<file path="src/common/core_regs_pkg.sv">
/*
 * Constants, field layouts, reset values and opcode encodings shared by the
 * register set and operand sequencer of the 8-bit core.
 * Assumes a single core clock and memories that answer one cycle after a read strobe.
 */
package core_regs_pkg;

  // ****************************************
  // Widths
  // ****************************************
  localparam int DATA_W = 8;
  localparam int PC_W = 16;

  // ****************************************
  // Flag bit positions and values
  // ****************************************
  localparam int FLAG_GIE = 0;
  localparam int FLAG_ZERO = 1;
  localparam int FLAG_CARRY = 2;
  localparam int FLAG_SUPER = 3;
  localparam int FLAG_BANK = 4;
  // Bits that logical flag instructions may change; super and reserved stay out
  localparam logic [7:0] FLAGS_SW_MASK = 8'h17;
  localparam logic [7:0] FLAGS_RESET = 8'h02;
  localparam logic [7:0] FLAGS_REG_ADDR = 8'hf7;

  // ****************************************
  // Reset values
  // ****************************************
  localparam logic [7:0] ACC_RESET = 8'h00;
  localparam logic [7:0] INDEX_RESET = 8'h00;
  localparam logic [7:0] SP_RESET = 8'h00;
  localparam logic [15:0] PC_RESET = 16'h0000;
  localparam logic [15:0] PC_STEP = 16'h0001;
  localparam logic [7:0] BYTE_ZERO = 8'h00;

  // ****************************************
  // Opcode layout: [7] class, [6:4] operation, [3:2] mode, [1:0] destination
  // ****************************************
  localparam int OPC_CLASS = 7;
  localparam int OPC_OP_HI = 6;
  localparam int OPC_OP_LO = 4;
  localparam int OPC_MODE_HI = 3;
  localparam int OPC_MODE_LO = 2;
  localparam int OPC_DST_HI = 1;
  localparam int OPC_DST_LO = 0;

  typedef enum logic [2:0] {
    OP_MOV = 3'h0, OP_ADD = 3'h1, OP_ADC = 3'h2, OP_SUB = 3'h3,
    OP_SBB = 3'h4, OP_AND = 3'h5, OP_OR = 3'h6, OP_XOR = 3'h7
  } alu_op_t;

  typedef enum logic [1:0] {
    MODE_IMM = 2'h0, MODE_RAM = 2'h1, MODE_REG = 2'h2, MODE_NONE = 2'h3
  } mode_t;

  typedef enum logic [1:0] {
    DST_ACC = 2'h0, DST_INDEX = 2'h1, DST_FLAGS = 2'h2, DST_SP = 2'h3
  } dest_t;

  typedef enum logic [2:0] {
    ST_FETCH = 3'h0, ST_OPCODE = 3'h1, ST_OPND_REQ = 3'h2, ST_OPND = 3'h3,
    ST_DATA_REQ = 3'h4, ST_DATA = 3'h5, ST_EXEC = 3'h6
  } state_t;

endpackage : core_regs_pkg

</file>
<file path="src/rtl/core_regs.sv">
/*
 * Register set of the 8-bit core (flags, accumulator, index, stack pointer,
 * program counter) with a sequencer for source-immediate and source-direct
 * two-byte instructions.
 * Assumes program memory, data RAM and register space each return data one
 * clock after their read strobe, and that the supervisor indication comes from
 * logic on core_clk.
 */
// Function
// - Five core registers, reachable only by instructions; of them only the flags answer a register-space read, at f7.
// - Program counter is sixteen bits and addresses all program memory directly.
// - Program counter is visible as high byte 15..8 and low byte 7..0.
// - Accumulator receives results of logic and arithmetic in source addressing modes.
// - Index register supplies the offset used by indexed addressing.
// - Stack pointer holds top of stack, changed by stack and add instructions.
// - Flags: interrupt enable bit 0, zero bit 1, carry bit 2, supervisor bit 3.
// - Flag bit 4 selects register bank; bits 7..5 reserved.
// - Supervisor bit shows supervisor code running; user code cannot change it.
// - Carry bit set when the last operation carried, else cleared.
// - Zero bit set when the last result is zero, else cleared.
// - Interrupt enable one allows all interrupts, zero blocks all.
// - Arithmetic and logic instructions update flags in their own pattern.
// - Flags readable only at register address f7, changed by AND, OR and XOR forms.
// - Source immediate: second byte is operand, opcode picks A, F, SP or X.
// - Source direct: second byte addresses RAM or registers; A or X destination.
`timescale 1ns/1ps

module core_regs
  import core_regs_pkg::*;
(
  input wire logic core_clk,
  input wire logic rst,
  output logic [PC_W-1:0] prog_addr,
  output logic prog_rd,
  input wire logic [DATA_W-1:0] prog_data,
  output logic [DATA_W-1:0] ram_addr,
  output logic ram_rd,
  input wire logic [DATA_W-1:0] ram_rdata,
  output logic [DATA_W-1:0] reg_addr,
  output logic reg_rd,
  input wire logic [DATA_W-1:0] reg_rdata,
  input wire logic supervisor_active,
  input wire logic irq_request,
  output logic irq_allowed,
  output logic global_interrupt_enable,
  output logic register_bank_select,
  output logic [DATA_W-1:0] core_flags,
  output logic [DATA_W-1:0] core_accumulator,
  output logic [DATA_W-1:0] core_index,
  output logic [DATA_W-1:0] core_stack_pointer,
  output logic [PC_W-1:0] core_program_counter,
  output logic [DATA_W-1:0] core_pc_high,
  output logic [DATA_W-1:0] core_pc_low,
  output logic instr_done,
  output logic illegal_opcode
);

  // ****************************************
  // Decode helpers
  // ****************************************
  function automatic alu_op_t op_of(input logic [7:0] opc);
    op_of = alu_op_t'(opc[OPC_OP_HI:OPC_OP_LO]);
  endfunction : op_of

  function automatic mode_t mode_of(input logic [7:0] opc);
    mode_of = mode_t'(opc[OPC_MODE_HI:OPC_MODE_LO]);
  endfunction : mode_of

  function automatic dest_t dest_of(input logic [7:0] opc);
    dest_of = dest_t'(opc[OPC_DST_HI:OPC_DST_LO]);
  endfunction : dest_of

  // Undefined encodings run as one-byte no-operations so fetch never stalls
  function automatic logic opcode_legal(input logic [7:0] opc);
    alu_op_t op;
    mode_t md;
    dest_t dt;
    logic ok;
    op = op_of(opc);
    md = mode_of(opc);
    dt = dest_of(opc);
    ok = 1'b0;
    if (!opc[OPC_CLASS] && md != MODE_NONE) begin
      unique case (dt)
        DST_ACC, DST_INDEX: ok = 1'b1;
        DST_FLAGS: ok = (md == MODE_IMM) && (op == OP_AND || op == OP_OR || op == OP_XOR);
        DST_SP: ok = (md == MODE_IMM) && (op == OP_MOV || op == OP_ADD);
      endcase
    end
    opcode_legal = ok;
  endfunction : opcode_legal

  // Nine-bit result; bit 8 is carry out, or borrow for the subtract forms
  function automatic logic [8:0] alu(input alu_op_t op, input logic [7:0] a,
                                     input logic [7:0] b, input logic cin);
    logic [8:0] r;
    r = {1'b0, b};
    unique case (op)
      OP_MOV: r = {1'b0, b};
      OP_ADD: r = {1'b0, a} + {1'b0, b};
      OP_ADC: r = {1'b0, a} + {1'b0, b} + {8'h00, cin};
      OP_SUB: r = {1'b0, a} - {1'b0, b};
      OP_SBB: r = {1'b0, a} - {1'b0, b} - {8'h00, cin};
      OP_AND: r = {1'b0, a & b};
      OP_OR: r = {1'b0, a | b};
      OP_XOR: r = {1'b0, a ^ b};
    endcase
    alu = r;
  endfunction : alu

  // ****************************************
  // State
  // ****************************************
  state_t state_q;
  logic [PC_W-1:0] pc_q;
  logic [DATA_W-1:0] acc_q;
  logic [DATA_W-1:0] index_q;
  logic [DATA_W-1:0] sp_q;
  logic [DATA_W-1:0] flags_q;
  logic super_q;
  logic [DATA_W-1:0] opcode_q;
  logic [DATA_W-1:0] operand_q;
  logic [DATA_W-1:0] src_q;
  logic done_q;
  logic illegal_q;

  // ****************************************
  // State decode
  // ****************************************
  // One named wire per state keeps strobes and captures free of repeated compares
  logic in_fetch;
  logic in_opcode;
  logic in_opnd_req;
  logic in_opnd;
  logic in_data_req;
  logic in_data;
  logic pc_advance;

  assign in_fetch = (state_q == ST_FETCH);
  assign in_opcode = (state_q == ST_OPCODE);
  assign in_opnd_req = (state_q == ST_OPND_REQ);
  assign in_opnd = (state_q == ST_OPND);
  assign in_data_req = (state_q == ST_DATA_REQ);
  assign in_data = (state_q == ST_DATA);
  // Counter moves once per fetched byte, so a two-byte instruction steps it twice
  assign pc_advance = in_opcode || in_opnd;

  // ****************************************
  // Decode and datapath
  // ****************************************
  alu_op_t cur_op;
  mode_t cur_mode;
  dest_t cur_dest;
  logic fetched_legal;
  logic in_exec;
  logic flags_hit;
  logic is_arith;
  logic is_logic;
  logic [DATA_W-1:0] flags_view;
  logic [DATA_W-1:0] dst_val;
  logic [8:0] result;
  logic [DATA_W-1:0] result_byte;
  logic carry_out;
  logic result_zero;
  logic wr_acc;
  logic wr_index;
  logic wr_flags;
  logic wr_sp;
  logic upd_zero;
  logic upd_carry;
  logic [DATA_W-1:0] flags_d;
  logic [DATA_W-1:0] acc_d;
  logic [DATA_W-1:0] index_d;
  logic [DATA_W-1:0] sp_d;
  logic [PC_W-1:0] pc_d;
  state_t state_d;

  assign cur_op = op_of(opcode_q);
  assign cur_mode = mode_of(opcode_q);
  assign cur_dest = dest_of(opcode_q);
  assign fetched_legal = opcode_legal(prog_data);
  assign in_exec = (state_q == ST_EXEC);
  // Register-space reads of this address see the flags, not the outside space
  assign flags_hit = (operand_q == FLAGS_REG_ADDR);

  // Supervisor bit is hardware owned; reserved bits read as zero
  assign flags_view = (flags_q & FLAGS_SW_MASK) | (DATA_W'(super_q) << FLAG_SUPER);

  assign dst_val = (cur_dest == DST_ACC) ? acc_q :
                   (cur_dest == DST_INDEX) ? index_q :
                   (cur_dest == DST_FLAGS) ? flags_view : sp_q;
  assign result = alu(cur_op, dst_val, src_q, flags_q[FLAG_CARRY]);
  // Split once here so every writer takes the same byte and the same carry
  assign result_byte = result[DATA_W-1:0];
  assign carry_out = result[DATA_W];
  assign result_zero = (result_byte == BYTE_ZERO);
  assign is_arith = (cur_op == OP_ADD) || (cur_op == OP_ADC) ||
                    (cur_op == OP_SUB) || (cur_op == OP_SBB);
  assign is_logic = (cur_op == OP_AND) || (cur_op == OP_OR) || (cur_op == OP_XOR);

  assign wr_acc = in_exec && (cur_dest == DST_ACC);
  assign wr_index = in_exec && (cur_dest == DST_INDEX);
  assign wr_flags = in_exec && (cur_dest == DST_FLAGS);
  assign wr_sp = in_exec && (cur_dest == DST_SP);

  // Moves into the index leave flags alone; moves into A still report zero
  assign upd_zero = (wr_acc || wr_index) && (is_arith || is_logic || wr_acc);
  // Logic operations have no carry out, so carry keeps its last value
  assign upd_carry = (wr_acc || wr_index) && is_arith;

  assign acc_d = wr_acc ? result_byte : acc_q;
  assign index_d = wr_index ? result_byte : index_q;
  assign sp_d = wr_sp ? result_byte : sp_q;

  // A write to F and a flag update never meet: one instruction has one destination
  always_comb begin
    flags_d = flags_q;
    if (wr_flags) begin
      // Only the writable bits change; supervisor bit cannot be forced by code
      flags_d = result_byte & FLAGS_SW_MASK;
    end else begin
      if (upd_zero) begin
        flags_d[FLAG_ZERO] = result_zero;
      end
      if (upd_carry) begin
        flags_d[FLAG_CARRY] = carry_out;
      end
    end
  end

  // ****************************************
  // Sequencer
  // ****************************************
  assign pc_d = pc_advance ? pc_q + PC_STEP : pc_q;

  always_comb begin
    state_d = state_q;
    unique case (state_q)
      ST_FETCH: state_d = ST_OPCODE;
      // An undefined opcode costs one byte; the counter has already stepped past it
      ST_OPCODE: state_d = fetched_legal ? ST_OPND_REQ : ST_FETCH;
      ST_OPND_REQ: state_d = ST_OPND;
      ST_OPND: state_d = (cur_mode == MODE_IMM) ? ST_EXEC : ST_DATA_REQ;
      ST_DATA_REQ: state_d = ST_DATA;
      ST_DATA: state_d = ST_EXEC;
      ST_EXEC: state_d = ST_FETCH;
      default: state_d = ST_FETCH;
    endcase
  end

  // ****************************************
  // Memory strobes
  // ****************************************
  // Program fetches come straight from the counter, full sixteen bits wide
  assign prog_addr = pc_q;
  // Strobes last one cycle; memories must answer at the next edge, with no wait states
  assign prog_rd = in_fetch || in_opnd_req;
  assign ram_addr = operand_q;
  assign reg_addr = operand_q;
  assign ram_rd = in_data_req && (cur_mode == MODE_RAM);
  // Core registers never appear on the register space; the flags answer locally
  assign reg_rd = in_data_req && (cur_mode == MODE_REG) && !flags_hit;

  // ****************************************
  // Registers
  // ****************************************
  always_ff @(posedge core_clk or posedge rst) begin
    if (rst) begin
      state_q <= ST_FETCH;
      pc_q <= PC_RESET;
      acc_q <= ACC_RESET;
      index_q <= INDEX_RESET;
      sp_q <= SP_RESET;
      flags_q <= FLAGS_RESET;
    end else begin
      state_q <= state_d;
      pc_q <= pc_d;
      acc_q <= acc_d;
      index_q <= index_d;
      sp_q <= sp_d;
      flags_q <= flags_d;
    end
  end

  // Supervisor state tracks the code being run, one cycle behind its source
  always_ff @(posedge core_clk or posedge rst) begin
    if (rst) begin
      super_q <= 1'b0;
    end else begin
      super_q <= supervisor_active;
    end
  end

  always_ff @(posedge core_clk or posedge rst) begin
    if (rst) begin
      opcode_q <= BYTE_ZERO;
      operand_q <= BYTE_ZERO;
      src_q <= BYTE_ZERO;
    end else begin
      if (in_opcode) begin
        opcode_q <= prog_data;
      end
      if (in_opnd) begin
        operand_q <= prog_data;
        src_q <= prog_data;
      end
      // The flags address is served from the local view; the outside space never sees it
      if (in_data) begin
        src_q <= (cur_mode == MODE_RAM) ? ram_rdata :
                 (flags_hit ? flags_view : reg_rdata);
      end
    end
  end

  always_ff @(posedge core_clk or posedge rst) begin
    if (rst) begin
      done_q <= 1'b0;
      illegal_q <= 1'b0;
    end else begin
      done_q <= in_exec;
      illegal_q <= in_opcode && !fetched_legal;
    end
  end

  // ****************************************
  // Outputs
  // ****************************************
  assign global_interrupt_enable = flags_q[FLAG_GIE];
  // Gate every interrupt source in one place so no path bypasses the enable
  assign irq_allowed = irq_request && flags_q[FLAG_GIE];
  assign register_bank_select = flags_q[FLAG_BANK];
  assign core_flags = flags_view;
  assign core_accumulator = acc_q;
  assign core_index = index_q;
  assign core_stack_pointer = sp_q;
  assign core_program_counter = pc_q;
  // Both byte views are wires on the one counter, so they can never disagree
  assign core_pc_high = pc_q[PC_W-1:DATA_W];
  assign core_pc_low = pc_q[DATA_W-1:0];
  assign instr_done = done_q;
  assign illegal_opcode = illegal_q;

endmodule : core_regs

</file>
<file path="config.mk">
export PLATFORM = sky130hd
export DESIGN_NAME = core_regs
export DESIGN_NICKNAME = d
export VERILOG_FILES = /design/src/common/core_regs_pkg.sv /design/src/rtl/core_regs.sv
export SDC_FILE = /design/constraint.sdc
export NUM_CORES = 1
export LEC_CHECK = 0
export ABC_AREA = 1
export BUFFER_PORTS_ARGS = -buffer_cell sky130_fd_sc_hd__buf_2
export CELL_PAD_IN_SITES_DETAIL_PLACEMENT = 1
export CELL_PAD_IN_SITES_GLOBAL_PLACEMENT = 1
export CORE_UTILIZATION = 41
export CTS_CLUSTER_DIAMETER = 80
export DETAILED_ROUTE_END_ITERATION = 8
export GPL_TIMING_DRIVEN = 0
export PLACE_DENSITY_LB_ADDON = 0.1
export RECOVER_POWER = 100
export REMOVE_ABC_BUFFERS = 1
export SKIP_LAST_GASP = 1
export SLEW_MARGIN = 20
export SYNTH_ARGS = -nofsm -noshare
export SYNTH_HDL_FRONTEND = slang
export SYNTH_SLANG_ARGS = --single-unit
</file>
<file path="constraint.sdc">
create_clock -name core_clk -period 8.6 [get_ports core_clk]
set_input_delay 1.72 -clock core_clk [delete_from_list [all_inputs] [get_ports core_clk]]
set_output_delay 1.72 -clock core_clk [all_outputs]
set_load 0.02 [all_outputs]
</file>
* Word-level counts from Yosys, hierarchy flattened
Index checks and enable logic that the tools add are counted.
** Word-level totals
- Logic and storage cells :: 108
- Bits of input ports :: 28
- Output and inout port bits :: 104
- Register bits after elaboration :: 73
** Operators by class
- Eq/ne operators :: 27
- Reductions and logical operators :: 42
- Muxes and demuxes :: 16
- Bitwise gates (word level) :: 4
- Add/sub/neg operators :: 5
** Operators with widths (count)
- case mux 9 bit (8 select lines) :: 1
- 2-to-1 mux 8 bit :: 7
- equality test 3 bit, second input constant :: 10
- case mux 3 bit (6 select lines) :: 1
- adder 16 x 1 -> 16 bit, second input constant :: 1
- logical AND 1 bit :: 14
- logical OR 1 bit :: 13
- equality test 3 x 2 -> 1 bit, second input constant :: 4
- equality test 2 bit, second input constant :: 5
- adder 8 x 8 -> 9 bit :: 1
- adder 9 x 1 -> 9 bit :: 1
- equality test 3 x 1 -> 1 bit, second input constant :: 3
- logical NOT 3 bit :: 3
- subtractor 8 x 8 -> 9 bit :: 1
- subtractor 9 x 1 -> 9 bit :: 1
- AND 8 bit :: 1
- equality test 8 bit, second input constant :: 1
- logical NOT 2 bit :: 4
- logical NOT 8 bit :: 1
- bitwise OR 8 bit :: 1
- bitwise XOR 8 bit :: 1
- equality test 2 x 1 -> 1 bit, second input constant :: 3
- 2-to-1 mux 2 bit :: 3
- nonzero test 2 bit :: 3
- other kinds (6) :: 10

* Longest topological paths before layout
Gate-level depths: netlist of the first run.
- Depth in word-level cells :: 10
- Mapped depth :: 24
- Mapped depth without buffers :: 24

* Least setup slack after synthesis of the first run
OpenSTA, ideal clock, no wires.
- Path type :: in2out
- Start point :: input port irq_request
- End point :: output port irq_allowed
- Buffers on the path :: 0
- Data arrival time :: 1906 ps
- Cell stages on the path :: 2
- Data required time :: 6880 ps
- Setup slack :: 4974 ps
- Cell sequence :: nand2_1 > inv_1
** On the way
- Longest elaborated chain between the ends :: 1
** Ends and longest elaborated chain
- from (decl) :: line core_regs.sv:43 : input wire logic irq_request,
- logical AND 1 bit :: line core_regs.sv:330 : assign irq_allowed = irq_request && flags_q[FLAG_GIE];
- to (decl) :: line core_regs.sv:44 : output logic irq_allowed,
No other way between the ends.

* Worst setup path in the final report of the first run
- Start point :: register opcode_q[1]
- End point :: register flags_q[1]
** On the way
- Longest elaborated chain between the ends :: 10
- Elaborated cells between the ends (all ways) :: 24
- Classes of those cells :: 4 x add/sub; 2 x eq/ne; 6 x mux; 3 x bitwise; 9 x reduce/logical
** Ends and longest elaborated chain
- from (decl) :: line core_regs.sv:121 : logic [DATA_W-1:0] opcode_q;
- from (signal assigned) :: line core_regs.sv:301 : opcode_q <= prog_data;
- equality test 2 bit :: line core_regs.sv:191, core_regs.sv:203
- 2-to-1 mux 8 bit :: line core_regs.sv:191 : (cur_dest == DST_FLAGS) ? flags_view : sp_q;
- 2-to-1 mux 8 bit :: line core_regs.sv:190 : (cur_dest == DST_INDEX) ? index_q :
- 2-to-1 mux 8 bit :: line core_regs.sv:189 : assign dst_val = (cur_dest == DST_ACC) ? acc_q :
- subtractor 8 x 8 -> 9 bit or adder 8 x 8 -> 9 bit (tied branches)
- subtractor 9 x 1 -> 9 bit or adder 9 x 1 -> 9 bit (tied branches) :: line core_regs.sv:103, core_regs.sv:101
- case mux 9 bit (8 select lines) :: line core_regs.sv:98 : unique case (op)
- logical NOT 8 bit :: line core_regs.sv:196 : assign result_zero = (result_byte == BYTE_ZERO);
- 2-to-1 mux 1 bit :: line core_regs.sv:222 : if (upd_zero) begin
- 2-to-1 mux 2 bit :: line core_regs.sv:218 : if (wr_flags) begin
- to (signal assigned) :: line core_regs.sv:281 : flags_q <= flags_d;
- to (decl) :: line core_regs.sv:119 : logic [DATA_W-1:0] flags_q;
Several ways; a longest one is shown, not always the timed one. The select of a mux whose other input is x is not followed.
A chain may end at the register's enable or synchronous reset.

==> results of run 1 <==
-- flip-flops by register name, indices dropped and copies added (netlist names), 3 cells and up --
| signal | count |
|---|---|
| state_q | 3 |
| core_accumulator | 8 |
| core_program_counter | 16 |
| src_q | 8 |
| opcode_q | 7 |
| core_stack_pointer | 8 |
| flags_q | 4 |
| ram_addr | 8 |
| core_index | 8 |
-- worst paths after layout --
path	endpoint	cells past startpoint
max	flags_q[1]	19
min reg2reg	state_q[0]	1
min in group asynchronous	core_program_counter[11]	2
max in group asynchronous	opcode_q[5]	3
min	state_q[0]	1
max reg2reg	flags_q[1]	19
-- through the flow --
step	worst slack (ns)	hold WS [ns]	utilization	cell area, sq um
after floorplan	4.966	0.4442	-	5035
after global placement	4.094	0.4613	0.4612	5891
after detailed placement	4.182	0.4862	0.4629	5913
after CTS	4.143	0.4974	0.4879	6232
after global routing	3.415	0.5293	0.4758	6077
final	3.836	0.5022	0.4758	6077
-- cell usage in the layout (no fill, tap or decap), types with 2 or more instances in the layout --
master / netlist / layout
a211oi_1: 3 / 3
a21o_1: 2 / 2
a21oi_1: 24 / 24
a221oi_1: 4 / 4
a22oi_1: 5 / 5
a31oi_1: 3 / 3
buf_2: 2 / 26
bufinv_16: 0 / 2
clkbuf_1: 9 / 104
clkbuf_16: 0 / 9
conb_1: 1 / 3
dfrtp_1: 72 / 72
fa_1: 2 / 2
ha_1: 29 / 29
inv_1: 102 / 101
inv_2: 4 / 4
nand2_1: 198 / 198
nand3_1: 80 / 80
nand3b_1: 4 / 4
nand4_1: 9 / 9
nor2_1: 67 / 69
nor3_1: 10 / 10
nor4_1: 3 / 3
o211ai_1: 10 / 10
o21a_1: 3 / 3
o21ai_0: 59 / 59
xnor2_1: 5 / 5
xor2_1: 9 / 9
-- logic make-up after synthesis --
| kind of cell | Yosys count | synth area share |
|---|---|---|
| AOI/OAI and AO/OA | 115 | 0.1216 |
| xor gates and xnor gates | 14 | 0.02261 |
| adders and majority gates | 31 | 0.07428 |
| buffers and inverters | 164 | 0.1465 |
| DFF | 73 | 0.3370 |
| other | 1 | 0.0006914 |
| and+or+nand+nor | 379 | 0.2973 |
-- routing by layer --
layer  global-route usage  vias up
met4              0.08439        0
met2               0.4903      157
met3              0.03450       25
li1                     -     2633
met1               0.3571     2672
met5                    0        -
-- worst max-delay path, delay by kind of cell (launching register included) --
family | cells | cell delay (ns)
simple gates | 9 | 1.81
flops | 1 | 0.47
fa+ha+maj | 3 | 1.09
compound gates | 4 | 0.72
buf+inv | 3 | 0.58
-- final cells by class --
class | count | area share
Timing Repair Buffer | 129 | 0.08503
Clock inverter | 4 | 0.01256
Tap cell | 172 | 0.03541
Multi-Input combinational cell | 542 | 0.4606
Sequential cell | 73 | 0.3008
Inverter | 106 | 0.06568
Clock buffer | 11 | 0.03994
==> flow_summary_export.csv, run 1 <==
group,metric,value,unit
run_status,status,"finished with violations",
run_status,failed_checks,"capacitance limit, slew limit",
worst_setup_path,path_cells,"inv_1, nor2_1, inv_1, o21ai_0, o21ai_0, a22oi_1, inv_1, ha_1, fa_1, ha_1, nand2_1, nand3_1, nor3_1, nand3_1, nor2_1, nand3_1, nor2_1, nand3_1, a21oi_1",
worst_setup_path,start_kind,"flop",
timing,fin_tns_setup,0,ns
worst_setup_path,r2r_start,"opcode_q[1]",
clock_network,hold_buffers,0,
synth,synth_most_common_cell,"nand2_1",
clock_network,cts_buffers,9,
synth,yosys.area.top_type,"dfrtp_1",
worst_setup_path,critPathMaxFanout,11,
worst_setup_path,worstSetupEndpointType,"flop",
clock_network,cts.sinks,73,
synth,yosysSeqAreaShare,0.3370,
clock_network,max-clock-path-buffers,2,
synth,syn_avg_cell_area,6.981,sq um
detailed_routing,vias,5487,
synth,synth-edff-count,0,
synth,synthArstFlopShare,1.000,
global_route,grt_pass1_wl,28.79,mm
timing,worst_pin_slew,2.162,ns
worst_setup_path,crit_type,"reg -> reg",
timing,finalCritPeriodShare,0.5540,
layout,multi_input_area,2799,sq um
detailed_routing,postRouteAntennaNets,0,
hold_path,hp-class,"reg -> reg",
worst_setup_path,worst_ep_required_time,8.87,ns
die,rows,41,
synth,synth_area_leaders,"dfrtp_1 33%, nand2_1 14%, nand3_1 7.4%",
hold_path,min_from,"state_q[0]",
placement,numPortBuffers,128,
die,dieArea,13690,sq um
synth,ys_types,37,
timing,rsz0062_at_grt,"false",
placement,gp_congestion,0.8827,
layout,nets,920,
detailed_routing,top_layer,"met4",
layout,final_cells,1037,
worst_setup_path,slowest_stage,"nor3_1",
worst_setup_path,rrSetupSlack,3.84,ns
die,start_util,0.4246,
timing,fin_skew,0.007804,ns
detailed_routing,routed_wl,17.82,mm
timing,clock.fmax,209.9,MHz
layout,register_area,1828,sq um
layout,diodes,0,
synth,synthFlopType,"dfrtp_1",
detailed_routing,vias_per_cell,5.291,
global_route,grt_pass1_vias,5575,
timing,drv_slew,76,
timing,hold_viol,0,
global_route,antenna_found_initial,0,
detailed_routing,met3_length,726,um
clock_network,post_cts_buffers,0,
clock_network,root_buffer,"clkbuf_16",
die,coreArea,12770,sq um
timing,relSlewSlack,-0.4415,
clock_network,htree_levels,3,
layout,layout-drive-gt1-share,0.05896,
synth,synth_cells,777,
clock_network,cts.repair.resized,0,
detailed_routing,drtIter0Drc,246,
worst_setup_path,slowest_delay,0.72,ns
clock_network,cts_tree,"yes",
global_route,overflow,0,
timing,period_needed,4.764,ns
global_route,grt_max_degree,41,
layout,fill_cells,1742,
global_route,track_usage,0.2786,
clock_network,clk-insertion-delay-late,0.34,ns
clock_network,clkTransAtPathRegs,0.06,ns
worst_setup_path,crit_top_cell,"nand3_1",
job,cap_violations,2,
synth,netlist_top_cells_count,"198 x nand2_1, 102 x inv_1, 80 x nand3_1, 72 x dfrtp_1, 67 x nor2_1",
synth,synth_area,5424,sq um
detailed_routing,wl_per_cell,17.18,um
detailed_routing,wl_met1,7.932,mm
placement,dp.cells,1022,
detailed_routing,firstDrtPassIters,4,
synth,ys_seq_elements,73,
worst_setup_path,startpoint,"opcode_q[1]",
layout,area_delta_synth_final,12.04,%
placement,hpwlAfterDp,14.20,mm
die,die_h,117.0,um
detailed_routing,drc_errors,0,
timing,setup_violations,0,
detailed_routing,wl_met2,8.832,mm
worst_setup_path,worst_ep_arrival_time,5.04,ns
die,chipWidth,117.0,um
die,boundaryPins,132,
synth,yosys_warnings,0,
synth,synth_top_area_share,0.3322,
Power of run 1 is not shown: default switching activity piles up to over one toggle a cycle in this logic, so the estimate is an artifact.
==> run 2, diff against run 1 <==
CORE_UTILIZATION = 35   (was 41)
clock period = 3.9 ns   (was 8.6 ns; I/O delays follow)
==> flow_summary_export.csv, run 2 (same netlist as run 1, synthesis figures left out) <==
group,metric,value,unit
run_status,status,"finished with violations",
run_status,failed_checks,"capacitance limit, slew limit",
worst_setup_path,path_cells,"clkinvlp_4, nor2_4, inv_2, o21ai_0, o21ai_0, a22oi_2, inv_1, ha_1, fa_1, ha_1, inv_1, nor2_1, nand3_1, nand3_1, nand3_1, nand2_2, nand3_1, nor2_1, nand3_1, a21oi_1",
clock_network,cts_tree,"yes",
layout,largest_reg_flops,16,
placement,numPortBuffers,128,
layout,utilization,0.4126,
detailed_routing,routed_wl,18.36,mm
worst_setup_path,crit_type,"reg -> reg",
detailed_routing,postRouteAntennaNets,0,
layout,layout-drive-gt1-share,0.09143,
layout,area_delta_synth_final,15.22,%
clock_network,root_buffer,"clkbuf_16",
worst_setup_path,slowest_stage,"fa_1",
timing,period_needed,3.635,ns
global_route,grt_pass1_wl,29.70,mm
global_route,track_usage,0.2410,
timing,drv_slew,35,
clock_network,max-clock-path-buffers,2,
die,die_h,126.5,um
placement,place_area,5933,sq um
worst_setup_path,start_kind,"flop",
layout,layout_common_cells,"196 x nand2_1, 100 x clkbuf_1, 99 x inv_1, 80 x nand3_1, 70 x dfrtp_1",
clock_network,cts_buffers,9,
worst_setup_path,worst_ep_required_time,4.17,ns
detailed_routing,vias_per_cell,5.149,
die,start_util,0.3581,
timing,clock.fmax,275.1,MHz
timing,finalCritPeriodShare,0.9321,
timing,setup_violations,0,
hold_path,min_from,"state_q[1]",
clock_network,clkTransAtPathRegs,0.06,ns
layout,stdcell_area,6250,sq um
worst_setup_path,startpoint,"opcode_q[1]",
layout,nets,929,
detailed_routing,wl_per_cell,17.27,um
timing,fin_skew,0.009045,ns
layout,diodes,0,
job,cap_violations,1,
detailed_routing,firstDrtPassIters,4,
die,boundaryPins,132,
hold_path,hp-class,"reg -> reg",
worst_setup_path,worstSetupEndpointType,"flop",
detailed_routing,vias,5473,
clock_network,cts.sinks,73,
global_route,antenna_found_initial,0,
global_route,grt_pass1_vias,5611,
layout,layout_commonest_cell,"nand2_1",
detailed_routing,drtIter0Drc,245,
worst_setup_path,r2r_start,"opcode_q[1]",
clock_network,clk-insertion-delay-late,0.34,ns
die,coreArea,15150,sq um
worst_setup_path,slowest_delay,0.56,ns
placement,hpwlAfterDp,14.77,mm
worst_setup_path,worst_ep_arrival_time,3.90,ns
global_route,overflow,0,
timing,hold_viol,0,
timing,relSlewSlack,-0.1099,
die,rows,45,
detailed_routing,drc_errors,0,
worst_setup_path,critPathMaxFanout,10,
worst_setup_path,crit_top_cell,"nand3_1",
die,chipWidth,126.5,um
global_route,grt_max_degree,40,
placement,gp_congestion,0.8355,
clock_network,htree_levels,3,
die,dieArea,16000,sq um
timing,worst_pin_slew,1.656,ns
clock_network,hold_buffers,0,
-- run 2: changes by cell type in the layout (fill, tap and decap cells not counted), moves of 3 or more --
cell	change
a22oi_2	+3
buf_2	+4
a22oi_1	-3
buf_4	+7
nor2_1	-4
clkbuf_1	-4
-- run 2: area by class of cell --
class,instances,area [sq um]
fillers,2009,8896
well taps,188,235.2
repair buffers,138,614.3
inverters,106,402.9
clock inverters,6,66.31
flip-flops and latches,73,1831
multi-input cells,542,2872
clock buffers,10,229.0
-- run 2: worst paths after layout --
| check | depth (start not counted) | endpoint | slack [ns] |
|---|---|---|---|
| max in group asynchronous | 3 | flags_q[1] | 2.18 |
| setup reg to reg | 20 | flags_q[1] | 0.26 |
| setup / recovery | 20 | flags_q[1] | 0.26 |
| hold reg to reg | 1 | state_q[0] | 0.50 |
| hold / removal | 1 | state_q[0] | 0.50 |
| min in group asynchronous | 2 | core_program_counter[14] | 0.83 |
-- run 2: routing by layer --
metal  GRT usage  routed length, um
met1      0.2956               8153
met3     0.04175                703
met2      0.4209               9019
met4     0.09284                482
met5           0                  0
-- run 2: timing repair --
action / CTS / global route
resized for setup: 10 / 11
pin swaps: 0 / 3
setup endpoints to repair: 13 / 12
buffers inserted: 1 / 8
-- run 2: stage by stage --
| step | worst slack (ns) | hold slack (ns) | setup TNS (ns) | instances |
|---|---|---|---|---|
| floorplan | 0.6457 | 0.4442 | 0 | 721 |
| global placement | -0.4385 | 0.4636 | -2.196 | 1037 |
| detailed placement | -0.4657 | 0.4887 | -2.736 | 1038 |
| CTS | 0.003965 | 0.4697 | 0 | 1055 |
| global route | -0.02780 | 0.5286 | -0.02780 | 1063 |
| finish | 0.2647 | 0.5042 | 0 | 1063 |
-- run 2: critical path: cells and delay by family (launching register included) --
kind	cells	cell delay, ns
compound gates	4	0.58
flops	1	0.41
buf+inv	4	0.37
simple gates	9	1.20
fa+ha+maj	3	1.00
Power of run 2 is left out for the same reason.
==> run 3, diff against run 2 <==
CORE_ASPECT_RATIO = 2   (was not set)
==> flow_summary_export.csv, run 3 (same netlist as run 1, synthesis figures left out) <==
group,metric,value,unit
layout,fill_cells,2020,
worst_setup_path,worstSetupEndpointType,"flop",
worst_setup_path,reg2reg_depth,20,
die,coreArea,15210,sq um
worst_setup_path,rrSetupSlack,0.24,ns
worst_setup_path,crit_type,"reg -> reg",
worst_setup_path,worst_ep_required_time,4.17,ns
worst_setup_path,timing.rr.end,"flags_q[1]",
worst_setup_path,slowest_stage,"fa_1",
clock_network,cts_buffers,9,
clock_network,clkTransAtPathRegs,0.06,ns
layout,register_area,1831,sq um
timing,clock.fmax,273.2,MHz
detailed_routing,vias,5497,
hold_path,hold_end,"state_q[0]",
hold_path,hp-class,"reg -> reg",
placement,hpwlAfterDp,16.07,mm
global_route,track_usage,0.2505,
worst_setup_path,r2r_start,"opcode_q[1]",
hold_path,min_path_cells,1,
layout,stdcell_area,6325,sq um
worst_setup_path,crit_top_cell,"nand3_1",
die,start_util,0.3565,
placement,place_area,5958,sq um
clock_network,htree_levels,3,
timing,finalCritPeriodShare,0.9385,
detailed_routing,wl_per_cell,18.33,um
layout,nets,926,
worst_setup_path,path_buf_inv,3,
layout,final_cells,1070,
layout,largest_reg_flops,16,
die,boundaryPins,132,
run_status,status,"complete, no violations",
worst_setup_path,worst_ep_arrival_time,3.93,ns
layout,layout-drive-gt1-share,0.1055,
global_route,grt_pass1_wl,30.61,mm
worst_setup_path,critPathMaxFanout,10,
timing,worst_pin_slew,1.466,ns
timing,setup_violations,0,
die,dieArea,16030,sq um
detailed_routing,drtIter0Drc,120,
clock_network,max-clock-path-buffers,2,
placement,numPortBuffers,128,
detailed_routing,firstDrtPassIters,6,
worst_setup_path,start_kind,"flop",
clock_network,root_buffer,"clkbuf_16",
worst_setup_path,path_delay_family,"simple AND/OR/NAND/NOR gates",
placement,post-place-ws,-0.7938,ns
die,die_h,178.1,um
worst_setup_path,path_cells,"clkinvlp_4, nor2_4, inv_2, o21ai_0, o21ai_1, a22oi_2, inv_1, ha_2, fa_1, nand3_1, nand3_1, nand2_1, nand3_1, nor2_1, nand3_1, nand3_1, nand3_1, nand2_1, nand3_1, a21oi_1",
clock_network,cts.sinks,73,
detailed_routing,drc_errors,0,
job,cap_violations,0,
global_route,antenna_found_initial,0,
global_route,grt_pass1_vias,5807,
layout,layout_common_cells,"194 x nand2_1, 100 x clkbuf_1, 99 x inv_1, 78 x nand3_1, 70 x dfrtp_1",
timing,fin_skew,0.008463,ns
layout,area_delta_synth_final,16.61,%
timing,period_needed,3.660,ns
layout,layout_commonest_cell,"nand2_1",
die,chipWidth,90.03,um
timing,hold_viol,0,
timing,drv_slew,0,
timing,worst_slack,0.2397,ns
global_route,grt_max_degree,57,
layout,multi_input_area,2929,sq um
clock_network,cts_tree,"yes",
placement,dp.cells,1048,
detailed_routing,postRouteAntennaNets,0,
hold_path,min_from,"state_q[0]",
worst_setup_path,slowest_delay,0.47,ns
placement,gp_congestion,0.8558,
clock_network,clk-insertion-delay-late,0.34,ns
layout,diodes,0,
global_route,overflow,0,
detailed_routing,vias_per_cell,5.137,
timing,relSlewSlack,0.02273,
die,rows,64,
timing,hold_ws,0.4879,ns
detailed_routing,routed_wl,19.62,mm
## run 3: through the flow
stage | TNS (ns) | utilization
floorplan | 0 | -
global placement | -7.610 | 0.3893
detailed placement | -8.633 | 0.3916
CTS | 0 | 0.4197
global route | -0.04400 | 0.4157
finish | 0 | 0.4157
## run 3: worst max path at each step
stage                 from         end  slack (ns)  depth (start not counted)
3_5_place_dp   opcode_q[1]  flags_q[1]       -0.79                         21
5_1_grt        opcode_q[1]  flags_q[1]       -0.04                         20
4_1_cts        opcode_q[0]  flags_q[2]        0.02                         20
6_report       opcode_q[1]  flags_q[1]        0.24                         20
3_3_place_gp   opcode_q[1]  flags_q[1]       -0.78                         21
2_1_floorplan  opcode_q[1]  flags_q[1]        0.65                         19
## run 3: area by class of cell
cell class / instances / share of cell area
Tap cell: 198 / 0.03917
Sequential cell: 73 / 0.2894
Multi-Input combinational cell: 542 / 0.4631
Inverter: 106 / 0.06370
Clock buffer: 13 / 0.04431
Clock inverter: 3 / 0.01088
Timing Repair Buffer: 135 / 0.08942
## run 3: per-layer routing
metal	share of wire	GRT usage
met1	0.34	0.2264
met4	0.065	0.1673
met3	0.031	0.03197
met2	0.56	0.5064
met5	0	0
## run 3: worst register-to-register path, delay by kind of cell (launching register included)
kind / cells / cell delay, ns
buffers and inverters: 3 / 0.33
AO/OA/AOI/OAI: 4 / 0.61
adder cells (fa/ha/maj): 2 / 0.70
AND/OR/NAND/NOR: 11 / 1.55
flip-flops: 1 / 0.41
## run 3: repair_timing
item	in CTS	in global routing
pin swaps	1	1
gates cloned	0	0
gates resized for setup	17	19
setup buffers	3	3
hold buffers	0	0
setup endpoints to repair	24	8
Power of run 3 is left out for the same reason.
